## src/verilog/intc_pkg.sv

```systemverilog
package intc_pkg;
  localparam int ADDR_W = 8;
  localparam logic [7:0] OFS_EN_UPPER = 8'h00;
  localparam logic [7:0] OFS_PRIO_FIRST = 8'h04;
  localparam logic [7:0] OFS_CORE_EN = 8'h08;
  localparam logic [7:0] OFS_PENDING = 8'h0c;
  localparam logic [7:0] OFS_GRANT = 8'h10;
  localparam logic [31:0] RST_EN_UPPER = 32'h00000000;
  localparam logic [31:0] RST_PRIO_FIRST = 32'h00000000;
  localparam logic [3:0] RST_CORE_EN = 4'h0;
  localparam logic [31:0] MASK_EN_UPPER = 32'h00003fff;
  localparam logic [31:0] MASK_PRIO_FIRST = 32'h1f1f1f1f;
  localparam logic [31:0] MASK_CORE_EN = 32'h0000000f;
  localparam int BIT_TW2_MASTER = 13;
  localparam int BIT_TW2_SLAVE = 12;
  localparam int BIT_TW2_COLLISION = 11;
  localparam int BIT_SER2_TX = 10;
  localparam int BIT_SER2_RX = 9;
  localparam int BIT_SER2_ERR = 8;
  localparam int BIT_SYNC2_RX = 7;
  localparam int BIT_SYNC2_TX = 6;
  localparam int BIT_SYNC2_ERR = 5;
  localparam int BIT_CMP_B = 4;
  localparam int BIT_CMP_A = 3;
  localparam int BIT_PARALLEL = 2;
  localparam int BIT_CONVERTER = 1;
  localparam int BIT_INPUT_CHANGE = 0;
  localparam int N_UPPER = 14;
  localparam int N_CORE = 4;
  // core source index i owns byte i of the priority register
  localparam int FIELD_STRIDE = 8;
  localparam int SUB_LSB = 0;
  localparam int PRIO_LSB = 2;
  localparam int IDX_CORE_TIMER = 0;
  localparam int IDX_SOFT0 = 1;
  localparam int IDX_SOFT1 = 2;
  localparam int IDX_EXT0 = 3;
  localparam int GRANT_VALID_BIT = 8;
  localparam int GRANT_ID_LSB = 5;
  localparam int PEND_CORE_LSB = 16;
  localparam logic [1:0] RESP_OKAY = 2'h0;
  localparam logic [1:0] RESP_SLVERR = 2'h2;

  function automatic logic addr_hit(input logic [7:0] addr);
    logic [7:0] a;
    a = {addr[7:2], 2'b00};
    addr_hit = (a == OFS_EN_UPPER) || (a == OFS_PRIO_FIRST) || (a == OFS_CORE_EN)
      || (a == OFS_PENDING) || (a == OFS_GRANT);
  endfunction : addr_hit

  function automatic logic [31:0] merge_strb(input logic [31:0] old_v,
      input logic [31:0] new_v, input logic [3:0] strb, input logic [31:0] mask);
    logic [31:0] m;
    m = {{8{strb[3]}}, {8{strb[2]}}, {8{strb[1]}}, {8{strb[0]}}};
    merge_strb = ((old_v & ~m) | (new_v & m)) & mask;
  endfunction : merge_strb
endpackage : intc_pkg

```

## src/verilog/intc_ifs.sv

```systemverilog
`timescale 1ns/1ps
interface intc_regbus_if;
  logic wr_en;
  logic [7:0] wr_addr;
  logic [31:0] wr_data;
  logic [3:0] wr_strb;
  logic [7:0] rd_addr;
  logic [31:0] rd_data;
  modport bus_side (output wr_en, output wr_addr, output wr_data, output wr_strb,
    output rd_addr, input rd_data);
  modport reg_side (input wr_en, input wr_addr, input wr_data, input wr_strb,
    input rd_addr, output rd_data);
endinterface : intc_regbus_if

interface intc_arb_if;
  logic [3:0] elig;
  logic [31:0] prio;
  logic grant_valid;
  logic [1:0] grant_id;
  logic [2:0] grant_prio;
  logic [1:0] grant_sub;
  modport req_side (output elig, output prio, input grant_valid, input grant_id,
    input grant_prio, input grant_sub);
  modport arb_side (input elig, input prio, output grant_valid, output grant_id,
    output grant_prio, output grant_sub);
endinterface : intc_arb_if

```

## src/verilog/intc_axil_slave.sv

```systemverilog
`timescale 1ns/1ps
module intc_axil_slave (
  input wire logic clk,
  input wire logic sys_rst,
  input wire logic [7:0] s_axi_awaddr,
  input wire logic s_axi_awvalid,
  output logic s_axi_awready,
  input wire logic [31:0] s_axi_wdata,
  input wire logic [3:0] s_axi_wstrb,
  input wire logic s_axi_wvalid,
  output logic s_axi_wready,
  output logic [1:0] s_axi_bresp,
  output logic s_axi_bvalid,
  input wire logic s_axi_bready,
  input wire logic [7:0] s_axi_araddr,
  input wire logic s_axi_arvalid,
  output logic s_axi_arready,
  output logic [31:0] s_axi_rdata,
  output logic [1:0] s_axi_rresp,
  output logic s_axi_rvalid,
  input wire logic s_axi_rready,
  intc_regbus_if.bus_side bus
);
  typedef struct packed {
    logic aw_got;
    logic [7:0] awaddr;
    logic w_got;
    logic [31:0] wdata;
    logic [3:0] wstrb;
    logic bvalid;
    logic [1:0] bresp;
    logic rvalid;
    logic [31:0] rdata;
    logic [1:0] rresp;
  } intc_axil_st_t;

  intc_axil_st_t st_r;
  intc_axil_st_t st_nxt;
  logic do_write;

  // address and data may come in either order; the response waits for both
  assign s_axi_awready = !st_r.aw_got && !st_r.bvalid;
  assign s_axi_wready = !st_r.w_got && !st_r.bvalid;
  assign s_axi_arready = !st_r.rvalid;
  assign do_write = st_r.aw_got && st_r.w_got && !st_r.bvalid;
  assign bus.wr_en = do_write && intc_pkg::addr_hit(st_r.awaddr);
  assign bus.wr_addr = {st_r.awaddr[7:2], 2'b00};
  assign bus.wr_data = st_r.wdata;
  assign bus.wr_strb = st_r.wstrb;
  assign bus.rd_addr = {s_axi_araddr[7:2], 2'b00};
  assign s_axi_bvalid = st_r.bvalid;
  assign s_axi_bresp = st_r.bresp;
  assign s_axi_rvalid = st_r.rvalid;
  assign s_axi_rdata = st_r.rdata;
  assign s_axi_rresp = st_r.rresp;

  always_comb begin
    st_nxt = st_r;
    if (s_axi_awvalid && s_axi_awready) begin
      st_nxt.aw_got = 1'b1;
      st_nxt.awaddr = s_axi_awaddr;
    end
    if (s_axi_wvalid && s_axi_wready) begin
      st_nxt.w_got = 1'b1;
      st_nxt.wdata = s_axi_wdata;
      st_nxt.wstrb = s_axi_wstrb;
    end
    if (do_write) begin
      st_nxt.aw_got = 1'b0;
      st_nxt.w_got = 1'b0;
      st_nxt.bvalid = 1'b1;
      st_nxt.bresp = intc_pkg::addr_hit(st_r.awaddr) ? intc_pkg::RESP_OKAY
        : intc_pkg::RESP_SLVERR;
    end else if (st_r.bvalid && s_axi_bready) begin
      st_nxt.bvalid = 1'b0;
    end
    if (s_axi_arvalid && s_axi_arready) begin
      st_nxt.rvalid = 1'b1;
      st_nxt.rdata = intc_pkg::addr_hit(s_axi_araddr) ? bus.rd_data : 32'h00000000;
      st_nxt.rresp = intc_pkg::addr_hit(s_axi_araddr) ? intc_pkg::RESP_OKAY
        : intc_pkg::RESP_SLVERR;
    end else if (st_r.rvalid && s_axi_rready) begin
      st_nxt.rvalid = 1'b0;
    end
  end

  always_ff @(posedge clk) begin
    if (sys_rst) begin
      st_r <= '0;
    end else begin
      st_r <= st_nxt;
    end
  end
endmodule : intc_axil_slave

```

## src/verilog/intc_arbiter.sv

```systemverilog
`timescale 1ns/1ps
module intc_arbiter (
  input wire logic clk,
  input wire logic sys_rst,
  intc_arb_if.arb_side arb
);
  typedef struct packed {
    logic valid;
    logic [1:0] id;
    logic [2:0] prio;
    logic [1:0] sub;
  } intc_arb_st_t;

  intc_arb_st_t st_r;
  intc_arb_st_t st_nxt;
  logic [2:0] p [intc_pkg::N_CORE];
  logic [1:0] s [intc_pkg::N_CORE];

  genvar g;
  generate
    for (g = 0; g < intc_pkg::N_CORE; g++) begin : g_field
      assign p[g] = arb.prio[g*intc_pkg::FIELD_STRIDE+intc_pkg::PRIO_LSB +: 3];
      assign s[g] = arb.prio[g*intc_pkg::FIELD_STRIDE+intc_pkg::SUB_LSB +: 2];
    end
  endgenerate

  // higher priority wins, then higher subpriority, then the lower index
  always_comb begin
    st_nxt = '0;
    for (int i = 0; i < intc_pkg::N_CORE; i++) begin
      if (arb.elig[i] && (!st_nxt.valid || p[i] > st_nxt.prio
          || (p[i] == st_nxt.prio && s[i] > st_nxt.sub))) begin
        st_nxt.valid = 1'b1;
        st_nxt.id = 2'(i);
        st_nxt.prio = p[i];
        st_nxt.sub = s[i];
      end
    end
  end

  always_ff @(posedge clk) begin
    if (sys_rst) begin
      st_r <= '0;
    end else begin
      st_r <= st_nxt;
    end
  end

  assign arb.grant_valid = st_r.valid;
  assign arb.grant_id = st_r.id;
  assign arb.grant_prio = st_r.prio;
  assign arb.grant_sub = st_r.sub;
endmodule : intc_arbiter

```

## src/verilog/intc_top.sv

```systemverilog
`timescale 1ns/1ps
module intc_top (
  input wire logic clk,
  input wire logic sys_rst,
  input wire logic [7:0] s_axi_awaddr,
  input wire logic s_axi_awvalid,
  output logic s_axi_awready,
  input wire logic [31:0] s_axi_wdata,
  input wire logic [3:0] s_axi_wstrb,
  input wire logic s_axi_wvalid,
  output logic s_axi_wready,
  output logic [1:0] s_axi_bresp,
  output logic s_axi_bvalid,
  input wire logic s_axi_bready,
  input wire logic [7:0] s_axi_araddr,
  input wire logic s_axi_arvalid,
  output logic s_axi_arready,
  output logic [31:0] s_axi_rdata,
  output logic [1:0] s_axi_rresp,
  output logic s_axi_rvalid,
  input wire logic s_axi_rready,
  input wire logic [13:0] upper_flag,
  input wire logic [13:0] upper_prio_nz,
  output logic [13:0] upper_req,
  input wire logic [3:0] core_flag,
  output logic core_grant_valid,
  output logic [1:0] core_grant_id,
  output logic [2:0] core_grant_prio,
  output logic [1:0] core_grant_sub
);
  typedef struct packed {
    logic [31:0] en_upper;
    logic [31:0] prio_first;
    logic [3:0] core_en;
    logic [13:0] upper_req;
  } intc_top_st_t;

  intc_top_st_t st_r;
  intc_top_st_t st_nxt;
  logic [3:0] core_elig;
  logic [2:0] core_prio [intc_pkg::N_CORE];
  logic [13:0] upper_en;
  logic [13:0] upper_gate;
  logic [31:0] pending_word;
  logic [31:0] grant_word;
  logic twowire2_master_irq_en;
  logic twowire2_slave_irq_en;
  logic twowire2_collision_irq_en;
  logic serial2_tx_irq_en;
  logic serial2_rx_irq_en;
  logic serial2_err_irq_en;
  logic sync2_rx_irq_en;
  logic sync2_tx_irq_en;
  logic sync2_err_irq_en;
  logic comparator_b_irq_en;
  logic comparator_a_irq_en;
  logic parallel_port_irq_en;
  logic converter_irq_en;
  logic input_change_irq_en;
  logic [2:0] ext_irq0_priority;
  logic [1:0] ext_irq0_subpriority;
  logic [2:0] soft_irq1_priority;
  logic [1:0] soft_irq1_subpriority;
  logic [2:0] soft_irq0_priority;
  logic [1:0] soft_irq0_subpriority;
  logic [2:0] core_timer_priority;
  logic [1:0] core_timer_subpriority;

  typedef enum logic [2:0] {
    SEL_NONE,
    SEL_EN_UPPER,
    SEL_PRIO_FIRST,
    SEL_CORE_EN,
    SEL_PENDING,
    SEL_GRANT
  } intc_reg_sel_t;

  intc_reg_sel_t wr_sel;
  intc_reg_sel_t rd_sel;

  // one decoder serves writes and reads so the two maps cannot drift apart
  function automatic intc_reg_sel_t reg_sel(input logic [7:0] addr);
    case (addr)
      intc_pkg::OFS_EN_UPPER: begin
        reg_sel = SEL_EN_UPPER;
      end
      intc_pkg::OFS_PRIO_FIRST: begin
        reg_sel = SEL_PRIO_FIRST;
      end
      intc_pkg::OFS_CORE_EN: begin
        reg_sel = SEL_CORE_EN;
      end
      intc_pkg::OFS_PENDING: begin
        reg_sel = SEL_PENDING;
      end
      intc_pkg::OFS_GRANT: begin
        reg_sel = SEL_GRANT;
      end
      default: begin
        reg_sel = SEL_NONE;
      end
    endcase
  endfunction : reg_sel

  // field pickers for the named views; prio_of also serves the per-source loop
  function automatic logic [2:0] prio_of(input logic [31:0] r, input int idx);
    prio_of = r[idx*intc_pkg::FIELD_STRIDE+intc_pkg::PRIO_LSB +: 3];
  endfunction : prio_of

  function automatic logic [1:0] sub_of(input logic [31:0] r, input int idx);
    sub_of = r[idx*intc_pkg::FIELD_STRIDE+intc_pkg::SUB_LSB +: 2];
  endfunction : sub_of

  intc_regbus_if bus ();
  intc_arb_if arb ();

  intc_axil_slave u_slave (
    .clk(clk),
    .sys_rst(sys_rst),
    .s_axi_awaddr(s_axi_awaddr),
    .s_axi_awvalid(s_axi_awvalid),
    .s_axi_awready(s_axi_awready),
    .s_axi_wdata(s_axi_wdata),
    .s_axi_wstrb(s_axi_wstrb),
    .s_axi_wvalid(s_axi_wvalid),
    .s_axi_wready(s_axi_wready),
    .s_axi_bresp(s_axi_bresp),
    .s_axi_bvalid(s_axi_bvalid),
    .s_axi_bready(s_axi_bready),
    .s_axi_araddr(s_axi_araddr),
    .s_axi_arvalid(s_axi_arvalid),
    .s_axi_arready(s_axi_arready),
    .s_axi_rdata(s_axi_rdata),
    .s_axi_rresp(s_axi_rresp),
    .s_axi_rvalid(s_axi_rvalid),
    .s_axi_rready(s_axi_rready),
    .bus(bus.bus_side)
  );

  intc_arbiter u_arb (
    .clk(clk),
    .sys_rst(sys_rst),
    .arb(arb.arb_side)
  );

  assign twowire2_master_irq_en = st_r.en_upper[intc_pkg::BIT_TW2_MASTER];
  assign twowire2_slave_irq_en = st_r.en_upper[intc_pkg::BIT_TW2_SLAVE];
  assign twowire2_collision_irq_en = st_r.en_upper[intc_pkg::BIT_TW2_COLLISION];
  assign serial2_tx_irq_en = st_r.en_upper[intc_pkg::BIT_SER2_TX];
  assign serial2_rx_irq_en = st_r.en_upper[intc_pkg::BIT_SER2_RX];
  assign serial2_err_irq_en = st_r.en_upper[intc_pkg::BIT_SER2_ERR];
  assign sync2_rx_irq_en = st_r.en_upper[intc_pkg::BIT_SYNC2_RX];
  assign sync2_tx_irq_en = st_r.en_upper[intc_pkg::BIT_SYNC2_TX];
  assign sync2_err_irq_en = st_r.en_upper[intc_pkg::BIT_SYNC2_ERR];
  assign comparator_b_irq_en = st_r.en_upper[intc_pkg::BIT_CMP_B];
  assign comparator_a_irq_en = st_r.en_upper[intc_pkg::BIT_CMP_A];
  assign parallel_port_irq_en = st_r.en_upper[intc_pkg::BIT_PARALLEL];
  assign converter_irq_en = st_r.en_upper[intc_pkg::BIT_CONVERTER];
  assign input_change_irq_en = st_r.en_upper[intc_pkg::BIT_INPUT_CHANGE];

  // rebuilt from the named bits so nothing above bit 13 reaches a request
  always_comb begin
    upper_en = 14'h0000;
    upper_en[intc_pkg::BIT_TW2_MASTER] = twowire2_master_irq_en;
    upper_en[intc_pkg::BIT_TW2_SLAVE] = twowire2_slave_irq_en;
    upper_en[intc_pkg::BIT_TW2_COLLISION] = twowire2_collision_irq_en;
    upper_en[intc_pkg::BIT_SER2_TX] = serial2_tx_irq_en;
    upper_en[intc_pkg::BIT_SER2_RX] = serial2_rx_irq_en;
    upper_en[intc_pkg::BIT_SER2_ERR] = serial2_err_irq_en;
    upper_en[intc_pkg::BIT_SYNC2_RX] = sync2_rx_irq_en;
    upper_en[intc_pkg::BIT_SYNC2_TX] = sync2_tx_irq_en;
    upper_en[intc_pkg::BIT_SYNC2_ERR] = sync2_err_irq_en;
    upper_en[intc_pkg::BIT_CMP_B] = comparator_b_irq_en;
    upper_en[intc_pkg::BIT_CMP_A] = comparator_a_irq_en;
    upper_en[intc_pkg::BIT_PARALLEL] = parallel_port_irq_en;
    upper_en[intc_pkg::BIT_CONVERTER] = converter_irq_en;
    upper_en[intc_pkg::BIT_INPUT_CHANGE] = input_change_irq_en;
  end

  assign ext_irq0_priority = prio_of(st_r.prio_first, intc_pkg::IDX_EXT0);
  assign ext_irq0_subpriority = sub_of(st_r.prio_first, intc_pkg::IDX_EXT0);
  assign soft_irq1_priority = prio_of(st_r.prio_first, intc_pkg::IDX_SOFT1);
  assign soft_irq1_subpriority = sub_of(st_r.prio_first, intc_pkg::IDX_SOFT1);
  assign soft_irq0_priority = prio_of(st_r.prio_first, intc_pkg::IDX_SOFT0);
  assign soft_irq0_subpriority = sub_of(st_r.prio_first, intc_pkg::IDX_SOFT0);
  assign core_timer_priority = prio_of(st_r.prio_first, intc_pkg::IDX_CORE_TIMER);
  assign core_timer_subpriority = sub_of(st_r.prio_first, intc_pkg::IDX_CORE_TIMER);

  assign wr_sel = reg_sel(bus.wr_addr);
  assign rd_sel = reg_sel(bus.rd_addr);

  // priority fields per byte: core timer, soft 0, soft 1, ext 0 upward
  genvar g;
  generate
    for (g = 0; g < intc_pkg::N_CORE; g++) begin : g_core
      assign core_prio[g] = prio_of(st_r.prio_first, g);
      // a zero priority field kills the source even when enabled
      assign core_elig[g] = core_flag[g] && st_r.core_en[g]
        && (core_prio[g] != 3'h0);
    end
  endgenerate

  // one gate per upper source: flag, enable and nonzero priority together
  generate
    for (g = 0; g < intc_pkg::N_UPPER; g++) begin : g_upper
      assign upper_gate[g] = upper_flag[g] && upper_en[g] && upper_prio_nz[g];
    end
  endgenerate

  assign arb.elig = core_elig;
  // reserved bits reach the arbiter as zero whatever the register holds
  assign arb.prio = {
    3'h0, ext_irq0_priority, ext_irq0_subpriority,
    3'h0, soft_irq1_priority, soft_irq1_subpriority,
    3'h0, soft_irq0_priority, soft_irq0_subpriority,
    3'h0, core_timer_priority, core_timer_subpriority
  };

  // register writes; masks keep reserved bits at zero whatever software sends
  always_comb begin
    st_nxt = st_r;
    if (bus.wr_en) begin
      case (wr_sel)
        SEL_EN_UPPER: begin
          st_nxt.en_upper = intc_pkg::merge_strb(st_r.en_upper, bus.wr_data,
            bus.wr_strb, intc_pkg::MASK_EN_UPPER);
        end
        SEL_PRIO_FIRST: begin
          st_nxt.prio_first = intc_pkg::merge_strb(st_r.prio_first, bus.wr_data,
            bus.wr_strb, intc_pkg::MASK_PRIO_FIRST);
        end
        SEL_CORE_EN: begin
          if (bus.wr_strb[0]) begin
            st_nxt.core_en = bus.wr_data[3:0];
          end
        end
        default: begin
          st_nxt.core_en = st_r.core_en;
        end
      endcase
    end
    // upper sources see flag, enable and upper_prio_nz here; their priority lives elsewhere
    st_nxt.upper_req = upper_gate;
  end

  always_ff @(posedge clk) begin
    if (sys_rst) begin
      st_r.en_upper <= intc_pkg::RST_EN_UPPER;
      st_r.prio_first <= intc_pkg::RST_PRIO_FIRST;
      st_r.core_en <= intc_pkg::RST_CORE_EN;
      st_r.upper_req <= '0;
    end else begin
      st_r <= st_nxt;
    end
  end

  // status words are built once here; the read mux only selects them
  assign pending_word = {12'h000, core_elig, 2'h0, st_r.upper_req};
  assign grant_word = {24'h000000, arb.grant_valid, arb.grant_id,
    arb.grant_prio, arb.grant_sub};

  // read mux; unlisted bits read as zero
  always_comb begin
    bus.rd_data = 32'h00000000;
    case (rd_sel)
      SEL_EN_UPPER: begin
        bus.rd_data = st_r.en_upper;
      end
      SEL_PRIO_FIRST: begin
        bus.rd_data = st_r.prio_first;
      end
      SEL_CORE_EN: begin
        bus.rd_data = {28'h0000000, st_r.core_en};
      end
      SEL_PENDING: begin
        bus.rd_data = pending_word;
      end
      SEL_GRANT: begin
        bus.rd_data = grant_word;
      end
      default: begin
        bus.rd_data = 32'h00000000;
      end
    endcase
  end

  assign upper_req = st_r.upper_req;
  assign core_grant_valid = arb.grant_valid;
  assign core_grant_id = arb.grant_id;
  assign core_grant_prio = arb.grant_prio;
  assign core_grant_sub = arb.grant_sub;
endmodule : intc_top

```

## config.mk

```make
export PLATFORM = sky130hd
export DESIGN_NAME = intc_top
export DESIGN_NICKNAME = d
export VERILOG_FILES = /design/src/verilog/intc_pkg.sv /design/src/verilog/intc_ifs.sv /design/src/verilog/intc_axil_slave.sv /design/src/verilog/intc_arbiter.sv /design/src/verilog/intc_top.sv
export SDC_FILE = /design/constraint.sdc
export NUM_CORES = 1
export LEC_CHECK = 0
export ABC_CLOCK_PERIOD_IN_PS = 5400
export BUFFER_PORTS_ARGS = -buffer_cell sky130_fd_sc_hd__buf_4
export CORE_ASPECT_RATIO = 1.75
export CORE_UTILIZATION = 40
export DETAILED_ROUTE_END_ITERATION = 16
export PLACE_DENSITY = 0.73
export REMOVE_ABC_BUFFERS = 1
export SLEW_MARGIN = 20
export SYNTH_ARGS = -nofsm -noshare
export SYNTH_HDL_FRONTEND = slang
export SYNTH_HIERARCHICAL = 1
export SYNTH_SLANG_ARGS = --single-unit
```

## constraint.sdc

```tcl
create_clock -name clk -period 5.4 [get_ports clk]
set_clock_uncertainty 0.2 [all_clocks]
set_input_delay 0.27 -clock clk [delete_from_list [all_inputs] [get_ports clk]]
set_output_delay 0.27 -clock clk [all_outputs]
set_load 0.02 [all_outputs]
```

# Word level (Yosys, flattened, before mapping)

Index checks and enable logic that the tools add are counted.

Latch bits: 0
RAM bits: 0
Memories: 0
Memory bits (read-only): 0
Bits in registers: 141

Equal/unequal tests: 19
Reductions and logical operators: 87
Shifts and indexed selects: 0
Multipliers: 0
Multiplexer cells: 14
Magnitude comparators: 6
$add $sub $neg: 0
Bitwise gates (word level): 6
Div/mod/pow operators: 0

Operators by type and width:

| kind                                           | count |
|---|---|
| case mux 29 bit (5 select lines)               | 1 |
| bitwise AND 29 bit                             | 2 |
| logical AND 1 bit                              | 52 |
| 2-to-1 mux 8 bit                               | 4 |
| case mux 3 bit (5 select lines)                | 2 |
| 2-to-1 mux 29 bit                              | 1 |
| NOT 29 bit                                     | 1 |
| OR 29 bit                                      | 1 |
| == test 6 x 2 -> 1 bit (second input constant) | 4 |
| logical NOT 8 bit                              | 2 |
| bitwise AND 14 bit                             | 1 |
| logical OR 1 bit                               | 14 |
| OR 14 bit                                      | 1 |
| == test 3 x 2 -> 1 bit (second input constant) | 4 |
| == test 6 x 1 -> 1 bit (second input constant) | 2 |
| == test 6 x 3 -> 1 bit (second input constant) | 2 |
| logical NOT 6 bit                              | 2 |
| nonzero test 3 bit                             | 4 |
| == test 3 bit                                  | 3 |
| > comparator 3 bit                             | 3 |
| logical NOT 1 bit                              | 7 |
| == test 3 x 1 -> 1 bit (second input constant) | 2 |
| == test 3 bit (second input constant)          | 2 |
| > comparator 2 bit                             | 3 |
| other kinds (6)                                | 12 |

# Depth between registers and ports, before layout

Gate-level depths: netlist of the first run.

Word-level depth: 18
Depth in mapped cells: 25
Mapped depth without buffers: 23

# Cells and area by module

The synthesis of the first run kept the hierarchy.

Modules (own cells, without submodules):

| module          | cells an instance | instances | area an instance (um^2) | seq. area each (um^2) |
|---|---|---|---|---|
| intc_axil_slave | 445               | 1         | 3642.2                  | 1601.5 |
| intc_top        | 252               | 1         | 2547.4                  | 1041.0 |
| intc_arbiter    | 109               | 1         | 923.4                   | 160.2 |

# Least setup slack after synthesis of the first run

No wires, ideal clock.

Kind: register -> register
From: reg (tool-made name)
To: reg u_arb.st_r (netlist bit u_arb/arb.grant_prio[1])
Slack: 0.627 ns
Cell stages (with the launch flop): 25
Buffers on the path: 2
Arrival: 4.481 ns
Required time: 5.108 ns
Clock period less this slack: 4.773 ns
Library setup time: 0.092 ns
Cells stage by stage: dfxtp_1 > o311a_1 > buf_6 > and2_1 > inv_1 > ha_1 > nor2b_1 > o21ai_2 > o22ai_2 > and2_4 > buf_8 > a22oi_1 > ha_1 > nor2b_1 > o21ai_1 > nand4_1 > o221ai_2 > nor2_1 > or2_1 > ha_1 > a21oi_1 > a21oi_1 > o311ai_4 > nand2b_2 > o32ai_1

RTL lines:

| element              | RTL line           | text |
|---|---|---|
| to (signal assigned) | intc_arbiter.sv:45 | `st_r <= st_nxt;` |
| to (decl)            | intc_arbiter.sv:14 | `intc_arb_st_t st_r;` |

==> results of run 1 <==
## what timing repair did
action / 4_1_cts / 5_1_grt
hold buffers: 66 / 0
endpoints found under the setup margin: 0 / 7
endpoints found under the hold margin: 52 / 0
gates resized for setup: 0 / 1
## worst max-delay path, delay by kind of cell (launching register included)
kind / cells / cell delay, ns
and+or+nand+nor: 9 / 1.49
adders and majority gates: 3 / 0.89
AOI/OAI and AO/OA: 9 / 2.06
DFF: 1 / 0.34
## layout by cell type (no fill, tap or decap), drive strengths merged, types with 5 or more instances in the layout
| cell type | instances |
|---|---|
| a21oi | 80 |
| and4b | 15 |
| dfxtp | 132 |
| nand2b | 9 |
| nor3 | 6 |
| inv | 14 |
| o21ai | 9 |
| a221o | 6 |
| ha | 15 |
| conb | 14 |
| nor2b | 8 |
| or2 | 6 |
| buf | 149 |
| a22o | 7 |
| mux2i | 51 |
| nand4 | 38 |
| and3 | 5 |
| and2 | 12 |
| clkbuf | 25 |
| nor2 | 73 |
| nand2 | 96 |
| dlygate4sd3 | 66 |
| o32ai | 5 |
## cell type report
cell class	instances	area share
Timing Repair Buffer	215	0.208
Tap cell	224	0.0328
Sequential cell	132	0.309
Clock inverter	7	0.0139
Inverter	13	0.00570
Clock buffer	25	0.0579
Antenna cell	1	0.000292
Multi-Input combinational cell	494	0.373
## per-layer routing
metal | routed length (um) | global-route usage | up-vias
li1 | - | - | 2782
met1 | 6970 | 0.221 | 2661
met2 | 9410 | 0.362 | 171
met3 | 693 | 0.0366 | 36
met4 | 642 | 0.116 | 0
met5 | 0 | 0 | -
## power breakdown
group	internal, mW	leakage [nW]	switching, mW
Sequential	0.996	1.07	0.0184
Clock	0.777	0.294	0.426
Combinational	0.0984	2.43	0.103
## worst paths after layout
check,cells past startpoint,slack [ns],endpoint,start
max,21,0.32,u_arb/arb.grant_sub[0]$_SDFF_PP0_,flip-flop
min,4,0.09,u_arb/arb.grant_valid$_SDFF_PP0_,core_flag[3]
max reg2reg,21,0.32,u_arb/arb.grant_sub[0]$_SDFF_PP0_,flip-flop
min reg2reg,2,0.25,u_slave/s_axi_rdata[8]$_SDFFE_PP0P_,u_slave/s_axi_rdata[8]$_SDFFE_PP0P_
## per-stage QoR
stage	hold slack (ns)	setup slack, ns	instances	total power [mW]	area, um2
CTS	0.0737	0.262	1110	2.43	8550
global route	0.106	0.0170	1111	2.50	8560
finish	0.0931	0.324	1111	2.42	8560
global placement	0.240	0.293	1012	1.20	7270
detailed placement	0.247	0.279	1012	1.20	7270
floorplan	0.132	0.726	639	1.10	5860
==> flow_summary.toml, run 1 <==
[clock_tree]
clock_path_buffers = 2
postCtsSetupBuffers = 0
cts.sinks = 132
path_clk_slew_ns = 0.06
root_buffer = "clkbuf_16"
htreeDepth = 4
cts_buffers = 17
clk_latency_ns = 0.42
cts_tree = "done"

[timing]
worst_slew_pin_slew_ns = 1.09
setup_tns_ns = 0
grt_setup_unrepaired = "no"
hold_violations = 0
slew_headroom = 0.271
maxSlewViolCount = 0
period_needed_ns = 5.08
fin_crit_sh = 0.940
fmax_ghz = 0.197
setup_violations = 0

[routing]
wl_per_cell_um = 15.9
postRouteAntennaNets = 0
wirelength_um = 17700
drt_first_pass_iters = 5
vias = 5650
drc = 0
vias_per_cell = 5.09
drtIter0Drc = 266

[floorplanning]
core_um2 = 16500
initial_core_util = 0.411
fp.dieH_um = 174
pin_count = 154
row_count = 62
die-area_um2 = 17500
die_x_um = 101

[yosys]
ys_warn_count = 6
synth.avg_cell_area_um2 = 8.87
synthesis.area_um2 = 6790
syn-instance-count = 766

[critical_path]
crit_type = "reg -> reg"
setup.worst_path.end_class = "flip-flop"
path_cells = "o311a_2, and2_1, ha_1, and3_4, nor2b_2, o22ai_2, and2_4, a22oi_1, ha_1, nor2b_1, o21ai_1, nand4_1, o221ai_2, nor2_1, or2_1, ha_1, a21oi_1, a21oi_1, o311ai_4, nand2b_2, o32ai_1"
path_max_fanout = 11
worstPathRequired_ns = 5.50
start_kind = "flip-flop"
crit_top_cell = "ha_1"
cp.arrival_ns = 5.18
max_stage_delay_ns = 0.51
critPathSlowestCell = "o311a_2"

[power_and_ir_drop]
p_leak_nw = 3.79
powerDensity_nw_per_um2 = 283
vdd_drop_max_uv = 187

[worst_hold_path]
min_path_type = "in -> reg"

[finish]
nFillCells = 1503
regArea_um2 = 2640
syn_to_final_growth_pct = 26.0
final_layout_size_suffix_gt1_frac = 0.254
final_core_util = 0.518
num-nets-final = 979
multiInputGateArea_um2 = 3190

[grt]
grt_overflow = 0
first_global_vias = 5431
grt_max_degree = 97
antenna_found_initial = 1
grt_usage = 0.203
grt_pass1_wl_um = 27400

[placement]
place_hpwl_um = 12100
port-buffer-count = 139
gp_congestion = 0.852

[status]
status = "complete, no violations"

[job]
max_cap_violations = 0
Note: power is estimated with default switching activity, not from simulation.
==> inputs of run 2 (changes only) <==
--- a/config.mk
+++ b/config.mk
@@ -11,7 +11,6 @@
 export CORE_UTILIZATION = 40
 export DETAILED_ROUTE_END_ITERATION = 16
 export PLACE_DENSITY = 0.73
-export REMOVE_ABC_BUFFERS = 1
 export SLEW_MARGIN = 20
 export SYNTH_ARGS = -nofsm -noshare
 export SYNTH_HDL_FRONTEND = slang
==> flow_summary.toml, run 2 (same netlist as run 1, synthesis figures left out) <==
[floorplanning]
row_count = 62
die-area_um2 = 17500
core_um2 = 16500
pin_count = 154
fp.dieH_um = 174
initial_core_util = 0.411
die_x_um = 101

[routing]
drt_first_pass_iters = 5
wirelength_um = 17900
wl_per_cell_um = 16.1
vias = 5696
postRouteAntennaNets = 0
drtIter0Drc = 327
vias_per_cell = 5.13
drc = 0

[critical_path]
path_cells = "o311a_4, and2_1, inv_1, ha_1, nor2b_1, o21ai_2, o22ai_2, and2_4, a22oi_1, ha_1, nor2b_1, o21ai_1, nand4_1, o221a_2, a211oi_1, or2_1, ha_1, nand3_1, o311ai_4, nand2b_2, o32ai_1"
cp.arrival_ns = 5.27
crit_type = "reg -> reg"
worstPathRequired_ns = 5.51
setup.worst_path.end_class = "flip-flop"
max_stage_delay_ns = 0.44
critPathSlowestCell = "o311a_4"
path_max_fanout = 11
crit_top_cell = "ha_1"
start_kind = "flip-flop"

[finish]
num-nets-final = 978
final_layout_size_suffix_gt1_frac = 0.260
final_common_cell = "buf_4"
final_cell_mix = "buf_4 (147), dfxtp_1 (132), nand2_1 (96)"
syn_to_final_growth_pct = 25.9

[clock_tree]
root_buffer = "clkbuf_16"
path_clk_slew_ns = 0.06
htreeDepth = 4
clock_path_buffers = 2
clk_latency_ns = 0.42
cts_tree = "done"
cts_buffers = 17
cts.sinks = 132

[power_and_ir_drop]
powerDensity_nw_per_um2 = 276
vdd_drop_max_uv = 199
p_leak_nw = 3.76

[timing]
slew_headroom = 0.324
maxSlewViolCount = 0
fin_crit_sh = 0.955
fin_hold_ws_ns = 0.0332
fmax_ghz = 0.194
period_needed_ns = 5.16
setup_violations = 0
setup_tns_ns = 0
worst_slew_pin_slew_ns = 1.01
setup_ws_ns = 0.243
hold_violations = 0
grt_setup_unrepaired = "no"

[worst_hold_path]
min_path_type = "in -> reg"

[placement]
place_hpwl_um = 12300
gp_congestion = 0.869
dp_worst_setup_slack_ns = 0.268
port-buffer-count = 139

[grt]
first_global_vias = 5630
antenna_found_initial = 1
grt_overflow = 0
grt_pass1_wl_um = 28400
grt_max_degree = 74
grt_usage = 0.210

[job]
max_cap_violations = 0

[status]
status = "complete, no violations"
## run 2: through the flow
stage	std cells	utilization	total power, mW	area (um2)
3_5_place_dp	1009	0.439	1.20	7250
6_report	1110	0.517	2.36	8550
4_1_cts	1106	0.514	2.37	8490
3_3_place_gp	1009	0.439	1.20	7250
2_1_floorplan	778	-	1.16	6840
5_1_grt	1110	0.517	2.44	8550
## run 2: worst max-delay path, delay by kind of cell, from the launching register on
kind	cells	cell delay [ns]
buffers and inverters	1	0.08
adders and majority gates	3	0.64
AOI/OAI and AO/OA	9	2.46
DFF	1	0.34
and+or+nand+nor	8	1.31
## run 2: worst paths after layout
| path | start | endpoint | slack, ns | depth (start not counted) |
|---|---|---|---|---|
| setup reg to reg | flip-flop | u_arb/arb.grant_prio[2]$_SDFF_PP0_ | 0.24 | 21 |
| hold reg to reg | u_slave/bus.wr_strb[1]$_SDFFE_PP0P_ | u_slave/bus.wr_strb[1]$_SDFFE_PP0P_ | 0.25 | 2 |
| setup / recovery | flip-flop | u_arb/arb.grant_prio[2]$_SDFF_PP0_ | 0.24 | 21 |
| hold / removal | s_axi_araddr[5] | u_slave/s_axi_rdata[3]$_SDFFE_PP0P_ | 0.03 | 4 |
## run 2: what timing repair did
item / 4_1_cts / 5_1_grt
hold buffers: 65 / 0
setup buffers: 0 / 1
hold endpoints to repair: 51 / 0
gates resized for setup: 0 / 3
endpoints found under the setup margin: 0 / 6
## run 2: final cells by class
| cell class | count | area, um2 |
|---|---|---|
| Clock buffer | 18 | 439 |
| Multi-Input combinational cell | 494 | 3200 |
| Timing Repair Buffer | 214 | 1780 |
| Clock inverter | 14 | 153 |
| Sequential cell | 132 | 2640 |
| Antenna cell | 1 | 2.50 |
| Fill cell | 1510 | 7970 |
| Tap cell | 224 | 280 |
| Inverter | 13 | 48.8 |
## run 2: power by group
group / switching [mW] / leakage (nW) / total [mW] / internal, mW
clock: 0.451 / 0.279 / 1.14 / 0.694
combinational: 0.103 / 2.41 / 0.201 / 0.0987
sequential: 0.0182 / 1.07 / 1.01 / 0.995
total: 0.572 / 3.76 / 2.36 / 1.79
## run 2: layer usage
layer	global-route usage	vias to the layer above	part of all wire
met2	0.371	198	0.52
met4	0.121	0	0.042
li1	-	2787	-
met1	0.233	2662	0.39
met5	0	-	0
met3	0.0350	49	0.042
